`config.mk`:
```
export PLATFORM = sky130hd
export DESIGN_NAME = swch_stream_write
export DESIGN_NICKNAME = d
export VERILOG_FILES = /design/src/swch_pkg.sv /design/src/swch_stream_write.sv
export SDC_FILE = /design/constraint.sdc
export NUM_CORES = 2
export LEC_CHECK = 0
export BUFFER_PORTS_ARGS = -buffer_cell sky130_fd_sc_hd__buf_2
export CORE_MARGIN = 10
export CORE_UTILIZATION = 60
export CTS_BUF_LIST = sky130_fd_sc_hd__clkbuf_16
export CTS_CLUSTER_SIZE = 20
export DETAILED_ROUTE_END_ITERATION = 6
export PLACE_DENSITY = 0.78
export SYNTH_ARGS = -nofsm -noshare
export SYNTH_HDL_FRONTEND = slang
export SYNTH_SLANG_ARGS = --single-unit
export TNS_END_PERCENT = 30
```
`constraint.sdc`:
```
create_clock -name sys_clk -period 8.1 [get_ports sys_clk]
set_input_delay 1.215 -clock sys_clk [delete_from_list [all_inputs] [get_ports sys_clk]]
set_output_delay 1.215 -clock sys_clk [all_outputs]
set_load 0.01 [all_outputs]
```
`src/swch_pkg.sv`:
```
package swch_pkg;

  // Register byte addresses
  localparam logic [7:0] ADDR_OPTION   = 8'h00;
  localparam logic [7:0] ADDR_TLIMIT   = 8'h04;
  localparam logic [7:0] ADDR_SECCNT   = 8'h08;
  localparam logic [7:0] ADDR_LBA_LO   = 8'h0c;
  localparam logic [7:0] ADDR_LBA_HI   = 8'h10;
  localparam logic [7:0] ADDR_COMMAND  = 8'h14;
  localparam logic [7:0] ADDR_HOBSEL   = 8'h18;
  localparam logic [7:0] ADDR_ERRFLAGS = 8'h1c;
  localparam logic [7:0] ADDR_STATUS   = 8'h20;
  localparam logic [7:0] ADDR_ERRADDR  = 8'h24;
  localparam logic [7:0] ADDR_TUNIT    = 8'h28;
  localparam logic [7:0] ADDR_STRCFG   = 8'h2c;
  localparam logic [7:0] ADDR_ERRLOG   = 8'h30;

  // Option byte fields
  localparam int OPT_URGENT  = 7;
  localparam int OPT_WCONT   = 6;
  localparam int OPT_FLUSH   = 5;
  localparam int OPT_RESUME  = 4;
  localparam int OPT_SID_HI  = 2;

  // Error flag and status bit positions
  localparam int ERR_TIMEOUT = 0;
  localparam int ERR_ABORT   = 2;
  localparam int ERR_IDNF    = 4;
  localparam int ST_BUSY     = 7;
  localparam int ST_READY    = 6;
  localparam int ST_STRERR   = 5;
  localparam int ST_DRQ      = 3;
  localparam int ST_ERR      = 0;

  // Opcodes
  localparam logic [7:0] OPC_WR_PIO = 8'h3b;
  localparam logic [7:0] OPC_WR_DMA = 8'h3a;

  // Reset values and bus answers
  localparam logic [15:0] TUNIT_RST = 16'h0001;
  localparam logic [1:0]  RESP_OKAY = 2'b00;
  localparam logic [1:0]  RESP_SLV  = 2'b10;

  // Timing
  localparam int CLK_PERIOD_NS = 100;
  localparam int US_NS         = 1000;
  localparam int US_CYC        = (US_NS + CLK_PERIOD_NS - 1) / CLK_PERIOD_NS;
  localparam logic [23:0] MIN_LIMIT_US = 24'd1000;

  typedef enum logic [1:0] {SW_IDLE, SW_XFER, SW_FLUSH, SW_DONE} swch_state_t;

endpackage

```
`src/swch_stream_write.sv`:
```
`timescale 1ns/1ps
module swch_stream_write (
  input  wire logic        sys_clk,
  input  wire logic        sys_rst,
  input  wire logic [7:0]  s_axi_awaddr,
  input  wire logic        s_axi_awvalid,
  output logic             s_axi_awready,
  input  wire logic [31:0] s_axi_wdata,
  input  wire logic [3:0]  s_axi_wstrb,
  input  wire logic        s_axi_wvalid,
  output logic             s_axi_wready,
  output logic [1:0]       s_axi_bresp,
  output logic             s_axi_bvalid,
  input  wire logic        s_axi_bready,
  input  wire logic [7:0]  s_axi_araddr,
  input  wire logic        s_axi_arvalid,
  output logic             s_axi_arready,
  output logic [31:0]      s_axi_rdata,
  output logic [1:0]       s_axi_rresp,
  output logic             s_axi_rvalid,
  input  wire logic        s_axi_rready,
  output logic             secReq,
  output logic [47:0]      secLba,
  output logic [2:0]       secStream,
  output logic             secDma,
  output logic             secUrgent,
  input  wire logic        secAck,
  input  wire logic        secErr,
  input  wire logic        secErrIdnf,
  output logic             flushReq,
  input  wire logic        flushDone,
  output logic             cmdDone
);

  // Bus holding state
  logic        awHeld_r;
  logic [7:0]  awAddr_r;
  logic        wHeld_r;
  logic [31:0] wData_r;
  logic [3:0]  wStrb_r;
  logic        bValid_r;
  logic [1:0]  bResp_r;
  logic        rValid_r;
  logic [31:0] rData_r;
  logic [1:0]  rResp_r;

  // Task file
  logic [7:0]  option_r;
  logic [7:0]  tLimit_r;
  logic [15:0] secCnt_r;
  logic [47:0] lba_r;
  logic        hobSel_r;
  logic [15:0] tUnit_r;
  logic [7:0]  errFlags_r;
  logic        strErr_r;
  logic        errBit_r;
  logic [7:0]  errLog_r;
  logic [47:0] errAddr_r;
  logic        errSeen_r;

  // Per-stream memory
  logic [7:0]  dfltLimit_r [8];
  logic        cfgDone_r   [8];
  logic [47:0] lastErr_r   [8];

  // Command engine
  swch_pkg::swch_state_t state_r;
  logic [16:0] remain_r;
  logic [47:0] curLba_r;
  logic [2:0]  sid_r;
  logic        wcont_r;
  logic        flush_r;
  logic        urgent_r;
  logic        dma_r;
  logic        limOn_r;
  logic [23:0] limUs_r;
  logic [23:0] usCnt_r;
  logic [3:0]  preCnt_r;
  logic        done_r;

  logic        wrFire;
  logic        arFire;
  logic        busy;
  logic        cmdStart;
  logic [2:0]  newSid;
  logic [7:0]  limVal;
  logic        limEn;
  logic [23:0] limProd;
  logic        expired;
  logic        lastSec;
  logic [7:0]  rdAddr;
  logic [31:0] rdWord;
  logic        rdHit;
  logic        wrHit;

  // Handshake outputs
  assign s_axi_awready = !awHeld_r;
  assign s_axi_wready  = !wHeld_r;
  assign s_axi_bvalid  = bValid_r;
  assign s_axi_bresp   = bResp_r;
  assign s_axi_arready = !rValid_r;
  assign s_axi_rvalid  = rValid_r;
  assign s_axi_rdata   = rData_r;
  assign s_axi_rresp   = rResp_r;

  assign wrFire = awHeld_r && wHeld_r && !bValid_r;
  assign arFire = s_axi_arvalid && !rValid_r;
  assign rdAddr = s_axi_araddr;
  assign busy   = (state_r != swch_pkg::SW_IDLE);

  // Address and data capture, either order
  always_ff @(posedge sys_clk) begin
    if (sys_rst) begin
      awHeld_r <= 1'b0;
      awAddr_r <= 8'h00;
      wHeld_r  <= 1'b0;
      wData_r  <= 32'h0000_0000;
      wStrb_r  <= 4'h0;
    end else begin
      if (s_axi_awvalid && !awHeld_r) begin
        awHeld_r <= 1'b1;
        awAddr_r <= s_axi_awaddr;
      end else if (wrFire) begin
        awHeld_r <= 1'b0;
      end
      if (s_axi_wvalid && !wHeld_r) begin
        wHeld_r <= 1'b1;
        wData_r <= s_axi_wdata;
        wStrb_r <= s_axi_wstrb;
      end else if (wrFire) begin
        wHeld_r <= 1'b0;
      end
    end
  end

  // Write decode
  always_comb begin
    unique case (awAddr_r)
      swch_pkg::ADDR_OPTION, swch_pkg::ADDR_TLIMIT, swch_pkg::ADDR_SECCNT,
      swch_pkg::ADDR_LBA_LO, swch_pkg::ADDR_LBA_HI, swch_pkg::ADDR_COMMAND,
      swch_pkg::ADDR_HOBSEL, swch_pkg::ADDR_TUNIT, swch_pkg::ADDR_STRCFG:
        wrHit = 1'b1;
      default: wrHit = 1'b0;
    endcase
  end

  // Write response
  always_ff @(posedge sys_clk) begin
    if (sys_rst) begin
      bValid_r <= 1'b0;
      bResp_r  <= swch_pkg::RESP_OKAY;
    end else if (wrFire) begin
      bValid_r <= 1'b1;
      bResp_r  <= wrHit ? swch_pkg::RESP_OKAY : swch_pkg::RESP_SLV;
    end else if (s_axi_bready) begin
      bValid_r <= 1'b0;
    end
  end

  // Task file writes, ignored while a command runs except HOBSEL
  always_ff @(posedge sys_clk) begin
    if (sys_rst) begin
      option_r <= 8'h00;
      tLimit_r <= 8'h00;
      secCnt_r <= 16'h0000;
      lba_r    <= 48'h0;
      hobSel_r <= 1'b0;
      tUnit_r  <= swch_pkg::TUNIT_RST;
    end else if (wrFire && !busy && wStrb_r[0]) begin
      unique case (awAddr_r)
        swch_pkg::ADDR_OPTION: option_r <= wData_r[7:0];
        swch_pkg::ADDR_TLIMIT: tLimit_r <= wData_r[7:0];
        swch_pkg::ADDR_SECCNT: secCnt_r <= wData_r[15:0];
        swch_pkg::ADDR_LBA_LO: lba_r[23:0] <= wData_r[23:0];
        swch_pkg::ADDR_LBA_HI: lba_r[47:24] <= wData_r[23:0];
        swch_pkg::ADDR_HOBSEL: hobSel_r <= wData_r[0];
        swch_pkg::ADDR_TUNIT:  tUnit_r <= wData_r[15:0];
        default: ;
      endcase
    end else if (wrFire && wStrb_r[0] && awAddr_r == swch_pkg::ADDR_HOBSEL) begin
      hobSel_r <= wData_r[0];
    end
  end

  // Stream defaults: id in bits 2:0, default limit in bits 15:8
  always_ff @(posedge sys_clk) begin
    if (sys_rst) begin
      for (int i = 0; i < 8; i++) begin
        dfltLimit_r[i] <= 8'h00;
        cfgDone_r[i]   <= 1'b0;
      end
    end else if (wrFire && !busy && awAddr_r == swch_pkg::ADDR_STRCFG) begin
      dfltLimit_r[wData_r[2:0]] <= wData_r[15:8];
      cfgDone_r[wData_r[2:0]]   <= 1'b1;
    end
  end

  // Command start and completion limit selection
  assign cmdStart = wrFire && !busy && wStrb_r[0] && awAddr_r == swch_pkg::ADDR_COMMAND
                    && (wData_r[7:0] == swch_pkg::OPC_WR_PIO
                        || wData_r[7:0] == swch_pkg::OPC_WR_DMA);
  assign newSid  = option_r[swch_pkg::OPT_SID_HI:0];
  assign limVal  = (tLimit_r != 8'h00) ? tLimit_r : dfltLimit_r[newSid];
  assign limEn   = (limVal != 8'h00) && (tLimit_r != 8'h00 || cfgDone_r[newSid]);
  assign limProd = {16'h0000, limVal} * {8'h00, tUnit_r};
  assign expired = limOn_r && (usCnt_r >= limUs_r);
  assign lastSec = (remain_r == 17'd1);

  // Microsecond timer from command write to completion
  always_ff @(posedge sys_clk) begin
    if (sys_rst) begin
      preCnt_r <= 4'h0;
      usCnt_r  <= 24'h0;
    end else if (cmdStart || !busy) begin
      preCnt_r <= 4'h0;
      usCnt_r  <= 24'h0;
    end else if (preCnt_r == 4'(swch_pkg::US_CYC - 1)) begin
      preCnt_r <= 4'h0;
      usCnt_r  <= usCnt_r + 24'd1;
    end else begin
      preCnt_r <= preCnt_r + 4'h1;
    end
  end

  // Command sequencer
  always_ff @(posedge sys_clk) begin
    if (sys_rst) begin
      state_r  <= swch_pkg::SW_IDLE;
      remain_r <= 17'h0;
      curLba_r <= 48'h0;
      sid_r    <= 3'h0;
      wcont_r  <= 1'b0;
      flush_r  <= 1'b0;
      urgent_r <= 1'b0;
      dma_r    <= 1'b0;
      limOn_r  <= 1'b0;
      limUs_r  <= 24'h0;
      done_r   <= 1'b0;
    end else begin
      done_r <= 1'b0;
      unique case (state_r)
        swch_pkg::SW_IDLE: begin
          if (cmdStart) begin
            state_r  <= swch_pkg::SW_XFER;
            remain_r <= (secCnt_r == 16'h0000) ? 17'h10000 : {1'b0, secCnt_r};
            curLba_r <= option_r[swch_pkg::OPT_RESUME] ? lastErr_r[newSid] : lba_r;
            sid_r    <= newSid;
            wcont_r  <= option_r[swch_pkg::OPT_WCONT];
            flush_r  <= option_r[swch_pkg::OPT_FLUSH];
            urgent_r <= option_r[swch_pkg::OPT_URGENT];
            dma_r    <= (wData_r[7:0] == swch_pkg::OPC_WR_DMA);
            limOn_r  <= limEn;
            limUs_r  <= (limProd < swch_pkg::MIN_LIMIT_US) ? swch_pkg::MIN_LIMIT_US : limProd;
          end
        end
        swch_pkg::SW_XFER: begin
          if (expired) begin
            state_r <= swch_pkg::SW_DONE;
          end else if (secAck) begin
            curLba_r <= curLba_r + 48'd1;
            remain_r <= remain_r - 17'd1;
            if (secErr && !wcont_r) begin
              state_r <= swch_pkg::SW_DONE;
            end else if (lastSec) begin
              state_r <= flush_r ? swch_pkg::SW_FLUSH : swch_pkg::SW_DONE;
            end
          end
        end
        swch_pkg::SW_FLUSH: begin
          if (expired || flushDone) begin
            state_r <= swch_pkg::SW_DONE;
          end
        end
        swch_pkg::SW_DONE: begin
          state_r <= swch_pkg::SW_IDLE;
          done_r  <= 1'b1;
        end
      endcase
    end
  end

  // Ending status, error flags, failing address and stream error memory
  always_ff @(posedge sys_clk) begin
    if (sys_rst) begin
      errFlags_r <= 8'h00;
      strErr_r   <= 1'b0;
      errBit_r   <= 1'b0;
      errLog_r   <= 8'h00;
      errAddr_r  <= 48'h0;
      errSeen_r  <= 1'b0;
      for (int i = 0; i < 8; i++) begin
        lastErr_r[i] <= 48'h0;
      end
    end else if (cmdStart) begin
      errFlags_r <= 8'h00;
      strErr_r   <= 1'b0;
      errBit_r   <= 1'b0;
      errSeen_r  <= 1'b0;
    end else if (busy && expired && state_r != swch_pkg::SW_DONE) begin
      errFlags_r[swch_pkg::ERR_TIMEOUT] <= 1'b1;
      errLog_r[swch_pkg::ERR_TIMEOUT]   <= 1'b1;
      strErr_r <= wcont_r;
      errBit_r <= !wcont_r;
      if (!wcont_r) begin
        errFlags_r[swch_pkg::ERR_ABORT] <= 1'b1;
      end
    end else if (state_r == swch_pkg::SW_XFER && secAck && secErr) begin
      lastErr_r[sid_r] <= curLba_r;
      errLog_r[secErrIdnf ? swch_pkg::ERR_IDNF : swch_pkg::ERR_ABORT] <= 1'b1;
      errFlags_r[secErrIdnf ? swch_pkg::ERR_IDNF : swch_pkg::ERR_ABORT] <= 1'b1;
      if (!errSeen_r) begin
        errAddr_r <= curLba_r;
        errSeen_r <= 1'b1;
      end
      strErr_r <= wcont_r;
      errBit_r <= !wcont_r;
    end
  end

  // Register read mux
  always_comb begin
    rdWord = 32'h0000_0000;
    rdHit  = 1'b1;
    unique case (rdAddr)
      swch_pkg::ADDR_TLIMIT: rdWord[7:0]  = tLimit_r;
      swch_pkg::ADDR_SECCNT: rdWord[15:0] = secCnt_r;
      swch_pkg::ADDR_LBA_LO: rdWord[23:0] = lba_r[23:0];
      swch_pkg::ADDR_LBA_HI: rdWord[23:0] = lba_r[47:24];
      swch_pkg::ADDR_HOBSEL: rdWord[0]    = hobSel_r;
      swch_pkg::ADDR_ERRFLAGS: rdWord[7:0] = errFlags_r;
      swch_pkg::ADDR_STATUS: begin
        rdWord[swch_pkg::ST_BUSY]   = busy;
        rdWord[swch_pkg::ST_READY]  = 1'b1;
        rdWord[swch_pkg::ST_STRERR] = strErr_r;
        rdWord[swch_pkg::ST_DRQ]    = secReq && !dma_r;
        rdWord[swch_pkg::ST_ERR]    = errBit_r;
      end
      swch_pkg::ADDR_ERRADDR:
        rdWord[23:0] = hobSel_r ? errAddr_r[47:24] : errAddr_r[23:0];
      swch_pkg::ADDR_TUNIT:  rdWord[15:0] = tUnit_r;
      swch_pkg::ADDR_ERRLOG: rdWord[7:0]  = errLog_r;
      swch_pkg::ADDR_OPTION, swch_pkg::ADDR_COMMAND, swch_pkg::ADDR_STRCFG: ;
      default: rdHit = 1'b0;
    endcase
  end

  // Read response
  always_ff @(posedge sys_clk) begin
    if (sys_rst) begin
      rValid_r <= 1'b0;
      rData_r  <= 32'h0000_0000;
      rResp_r  <= swch_pkg::RESP_OKAY;
    end else if (arFire) begin
      rValid_r <= 1'b1;
      rData_r  <= rdWord;
      rResp_r  <= rdHit ? swch_pkg::RESP_OKAY : swch_pkg::RESP_SLV;
    end else if (s_axi_rready) begin
      rValid_r <= 1'b0;
    end
  end

  // Media side: one sector requested at a time
  assign secReq    = (state_r == swch_pkg::SW_XFER) && !expired;
  assign secLba    = curLba_r;
  assign secStream = sid_r;
  assign secDma    = dma_r;
  assign secUrgent = urgent_r && busy;
  assign flushReq  = (state_r == swch_pkg::SW_FLUSH);
  assign cmdDone   = done_r;

endmodule

```
==> metrics.md <==
| Metric | Value |
|---|---|
| Setup clock skew after layout | 0.0471 ns |
| DP Area | roughly 42,000 sq um |
| Arrival time of data at the critical path endpoint | between 8 and 9 ns |
| Die footprint | roughly 80,000 sq um |
| Portion of synthesized cell area occupied by the leading cell type | 0.329 |
| Main combinational cell family by area after synthesis | simple AND/OR/NAND/NOR gates |
| Setup TNS | 0 ns |
| Leak pwr | between 0.015 and 0.02 uW |
| Die W | about 280 um |
| Fin crit period | between 7 and 8 ns |
| Antenna-violating nets left | 0 |
| TritonCTS Buffers | 85 |
| Seq/Total Area, Yosys | 0.502 |
| Type of element capturing the critical path | register |
| Resized Gates After CTS | 0 |
| DRC marker count from the first detailed-route iteration | between 3,000 and 4,000 |
| Grt total ovfl | 0 |
| Count of different cell masters after synthesis | 85 |
| Port-buffer cells | roughly 140 |
| Status | finished, violations left |
| Count of final max-slew check failures | 0 |
| Final critical-path share of the clock period | 0.925 |
| Number of placed I/O pins | 160 |
| Compound-cell area share of the yosys netlist | 0.0904 |
| Final HPWL DP | between 70 and 80 mm |
| Largest net degree at the start of global routing | about 100 |
| Critical Path Sink | limUs_r[8] |
| Failing checks | DRC |
| Synthesized netlist cell count | roughly 3,800 |
| Required time of the critical path | roughly 8.6 ns |
| CTS max path bufs | 3 |
| Via count of the first global-routing pass | a little under 30,000 |
| FF-to-FF path depth | 21 |
| Number of standard-cell rows in the floorplan | between 90 and 100 |
| Number of synthesized flops with an enable pin | 448 |
| Drc violations | 4 |
| Reg2Reg Capture Point | limUs_r[8] |
| Main flop type after synthesis | sky130_fd_sc_hd__edfxtp_1 |
| Clock transition at path regs | 0.06 ns |
| CTS tree | done |
| Synth top area cells | sky130_fd_sc_hd__edfxtp_1, sky130_fd_sc_hd__dfxtp_1, sky130_fd_sc_hd__and2_1 |
| Global-route wire length before repair | 177 mm |
| VDD IR max | ~0.17 mV |
| Setup violation total in the final timing report | 0 |
| Critical path launch point type | register |
| Worst relative slew slack | 0.146 |
| Clock network latency to the later pin of the worst-skew pair | roughly 0.67 ns |
| Flop-to-flop setup slack | 0.61 ns |
| H-tree levels | 3 |
| Count of endpoints failing hold in the final timing report | 0 |
| Vias post-DR | about 30,000 |
| FF+latch count, synth | about 800 |
| Area leader, netlist | sky130_fd_sc_hd__edfxtp_1 |
| Final Net Count | roughly 4,000 |
| Fraction of layout instances using a drive strength above 1 | 0.130 |
| Mux share of post-synthesis cell area | 0.107 |
| Largest fanout on the critical path | 19 |
| Routed wirelength normalized by instance count | 24.8 um |
| Netlist area before placement | between 40,000 and 50,000 sq um |
| Transition time at the pin with the least slew margin | ~1.3 ns |
| Number of clock sinks | between 800 and 900 |
| Buffers inserted during post-CTS setup optimization | 0 |
| Initial Utilization | 0.607 |
| Maximum achievable frequency | around 130 MHz |
| Max_cap viols | 0 |
| Per-instance average area after synthesis | ~11 sq um |
| Height of the die | approximately 280 um |
| Setup repair after global routing missed its margin | no |
| Fin area | 44,800 sq um |
| Cell at the root of the clock tree | sky130_fd_sc_hd__clkbuf_16 |
| WL final | about 120 mm |
| Final weighted congestion of routability-driven global placement | between 0.9 and 1 |
| Power density over cell area | 188 nW/um^2 |
| Tightest Hold Check Type | reg2reg |
| Layout overhead on the synthesized area | 9.48% |
| Number of fillers in the final layout | between 5,000 and 6,000 |
| Fraction of the mapped netlist area in simple logic gates | 0.183 |
| Xor/xnor share of the synthesized area | 0.00813 |
| Hold_buf cts | 0 |
| Synth Area in Adders | 0.0649 |
| Post-synth ARST share | 0 |
| Start-to-end type of the worst setup path | reg2reg |
| Initial antenna violation count | 7 |
| Number of warnings issued by yosys | 0 |
| Vias per Instance | ~6.3 |
| Number of detailed-route iterations in the first pass | 7 |
| Total Routing Usage GR | 0.292 |
| Standard cell core area | approximately 67,000 sq um |
-- final cells by class --
| type | instances | area (sq um) | area share |
|---|---|---|---|
| Sequential cell | 803 | 20600 | 0.459 |
| Timing Repair Buffer | 210 | 1250 | 0.0280 |
| Clock buffer | 86 | 2150 | 0.0480 |
| Antenna cell | 2 | 5.00 | 0.000112 |
| Multi-Input combinational cell | 2501 | 18700 | 0.417 |
| Tap cell | 873 | 1090 | 0.0244 |
| Inverter | 151 | 567 | 0.0126 |
| Clock inverter | 74 | 478 | 0.0107 |
-- state kept, by name, summed over array words and instances, names as in the netlist, 4 cells and up, named ones only --
| register | flops |
|---|---|
| s_axi_rdata | 24 |
| lastErr_r | 384 |
| usCnt_r | 24 |
| lba_r | 48 |
| errAddr_r | 48 |
| remain_r | 17 |
| option_r | 7 |
| tLimit_r | 8 |
| preCnt_r | 4 |
| cfgDone_r | 8 |
| secLba | 48 |
| awAddr_r | 8 |
| wData_r | 24 |
| tUnit_r | 16 |
| limUs_r | 24 |
| dfltLimit_r | 64 |
| secCnt_r | 16 |
-- critical path, stage by stage (launching register included) --
cell	delay (ns)
sky130_fd_sc_hd__dfxtp_4	0.61
sky130_fd_sc_hd__mux4_2	0.58
sky130_fd_sc_hd__mux2_2	0.31
sky130_fd_sc_hd__a21oi_1	0.69
sky130_fd_sc_hd__nand2b_1	0.24
sky130_fd_sc_hd__fa_1	0.44
sky130_fd_sc_hd__fa_1	0.54
sky130_fd_sc_hd__inv_1	0.06
sky130_fd_sc_hd__fa_1	0.55
sky130_fd_sc_hd__inv_1	0.07
sky130_fd_sc_hd__fa_1	0.54
sky130_fd_sc_hd__inv_1	0.05
sky130_fd_sc_hd__ha_1	0.33
sky130_fd_sc_hd__o21ai_1	0.16
sky130_fd_sc_hd__o21a_1	0.23
sky130_fd_sc_hd__o211a_1	0.28
sky130_fd_sc_hd__o21ba_2	0.24
sky130_fd_sc_hd__o31ai_1	0.38
sky130_fd_sc_hd__nor2_1	0.13
sky130_fd_sc_hd__nor4_4	0.33
sky130_fd_sc_hd__a41oi_4	0.24
sky130_fd_sc_hd__a221oi_1	0.35
-- cells by family (layout without fill, tap and decap cells) --
group / Yosys count / in the layout
compound gates: 572 / 572
xor+xnor: 38 / 38
fa+ha+maj: 162 / 162
buf+inv: 456 / 521
flops: 803 / 803
mux: 295 / 295
other cells: 1 / 12
simple gates: 1424 / 1424
-- cell usage in the layout, fill, tap and decap left out, types with 11 or more instances in the layout --
| cell | synthesis | routed |
|---|---|---|
| sky130_fd_sc_hd__and2_1 | 451 | 451 |
| sky130_fd_sc_hd__edfxtp_1 | 448 | 448 |
| sky130_fd_sc_hd__dfxtp_1 | 355 | 351 |
| sky130_fd_sc_hd__nand2_1 | 295 | 295 |
| sky130_fd_sc_hd__nor2_1 | 285 | 282 |
| sky130_fd_sc_hd__a21oi_1 | 220 | 219 |
| sky130_fd_sc_hd__inv_1 | 149 | 184 |
| sky130_fd_sc_hd__mux2i_1 | 170 | 170 |
| sky130_fd_sc_hd__buf_2 | 36 | 137 |
| sky130_fd_sc_hd__nor2b_1 | 118 | 116 |
| sky130_fd_sc_hd__mux4_2 | 114 | 114 |
| sky130_fd_sc_hd__o21ai_0 | 98 | 98 |
| sky130_fd_sc_hd__clkbuf_16 | 0 | 86 |
| sky130_fd_sc_hd__fa_1 | 84 | 84 |
| sky130_fd_sc_hd__ha_1 | 78 | 77 |
| sky130_fd_sc_hd__buf_4 | 12 | 71 |
| sky130_fd_sc_hd__nand3_1 | 55 | 55 |
| sky130_fd_sc_hd__a211oi_1 | 51 | 51 |
| sky130_fd_sc_hd__a221oi_1 | 45 | 45 |
| sky130_fd_sc_hd__nand4_1 | 34 | 34 |
| sky130_fd_sc_hd__and3_1 | 28 | 28 |
| sky130_fd_sc_hd__nand2b_1 | 27 | 27 |
| sky130_fd_sc_hd__nor3_1 | 29 | 26 |
| sky130_fd_sc_hd__xor2_1 | 26 | 26 |
| sky130_fd_sc_hd__a21o_1 | 23 | 23 |
| sky130_fd_sc_hd__nor4_1 | 26 | 23 |
| sky130_fd_sc_hd__a32o_1 | 18 | 18 |
| sky130_fd_sc_hd__a311oi_1 | 16 | 16 |
| sky130_fd_sc_hd__clkinv_1 | 2 | 14 |
| sky130_fd_sc_hd__nand3b_1 | 13 | 13 |
| sky130_fd_sc_hd__or2_2 | 13 | 13 |
| sky130_fd_sc_hd__o311ai_0 | 13 | 13 |
| sky130_fd_sc_hd__or3_1 | 12 | 12 |
| sky130_fd_sc_hd__xnor2_1 | 12 | 12 |
| sky130_fd_sc_hd__mux2_2 | 11 | 11 |
-- report_power, final --
group / leakage [uW] / internal, uW / total (uW) / switching, uW
clock network: 0.00142 / 2010 / 3690 / 1680
registers: 0.00750 / 4390 / 4450 / 60.8
logic: 0.00798 / 85.7 / 274 / 188
total: 0.0169 / 6480 / 8410 / 1930
-- cell usage after synthesis, drive strengths merged (13+ instances only) --
cell,instances
a32o,18
nand4,34
nand3b,13
inv,149
a21o,24
clkbuf,241
a221oi,45
and2,451
or2,13
a311oi,16
nor3,29
xor2,26
nor2b,118
nor2,285
a211oi,52
buf,64
nand3,56
fa,84
edfxtp,448
mux4,114
nand2,295
o21ai,101
ha,78
dfxtp,355
nand2b,27
and3,28
a21oi,222
mux2i,170
nor4,28
o311ai,13
-- layer usage --
layer | wire [um] | share of wire | global-route usage | vias up
li1 | - | - | - | 13237
met1 | 44300 | 0.38 | 0.381 | 14566
met2 | 54500 | 0.47 | 0.467 | 1636
met3 | 12800 | 0.11 | 0.0717 | 304
met4 | 4590 | 0.039 | 0.112 | 8
met5 | 55 | 0.00047 | 0 | -
-- per-stage QoR --
step                      hold WS [ns]  instances  setup WS [ns]   util  total power [uW]
final                            0.449       4700          0.609  0.665              8410
after global routing             0.466       4699          0.216  0.665              8610
after CTS                        0.453       4698          0.624  0.665              8430
after detailed placement         0.442       4538          0.688  0.626              4800
after floorplan                  0.420       3760           1.14      -              4670
after global placement           0.432       4538          0.788  0.626              4790
-- worst min path at each step --
stage               slack (ns)          from            to  cells past startpoint
floorplan                 0.42     errSeen_r     errSeen_r                      1
global placement          0.43  cfgDone_r[3]  cfgDone_r[3]                      1
detailed placement        0.44  cfgDone_r[7]  cfgDone_r[7]                      1
CTS                       0.45   limUs_r[15]   limUs_r[15]                      2
global route              0.47     errSeen_r     errSeen_r                      1
finish                    0.45   limUs_r[13]   limUs_r[13]                      2
Power figures use the tool's default switching activity.
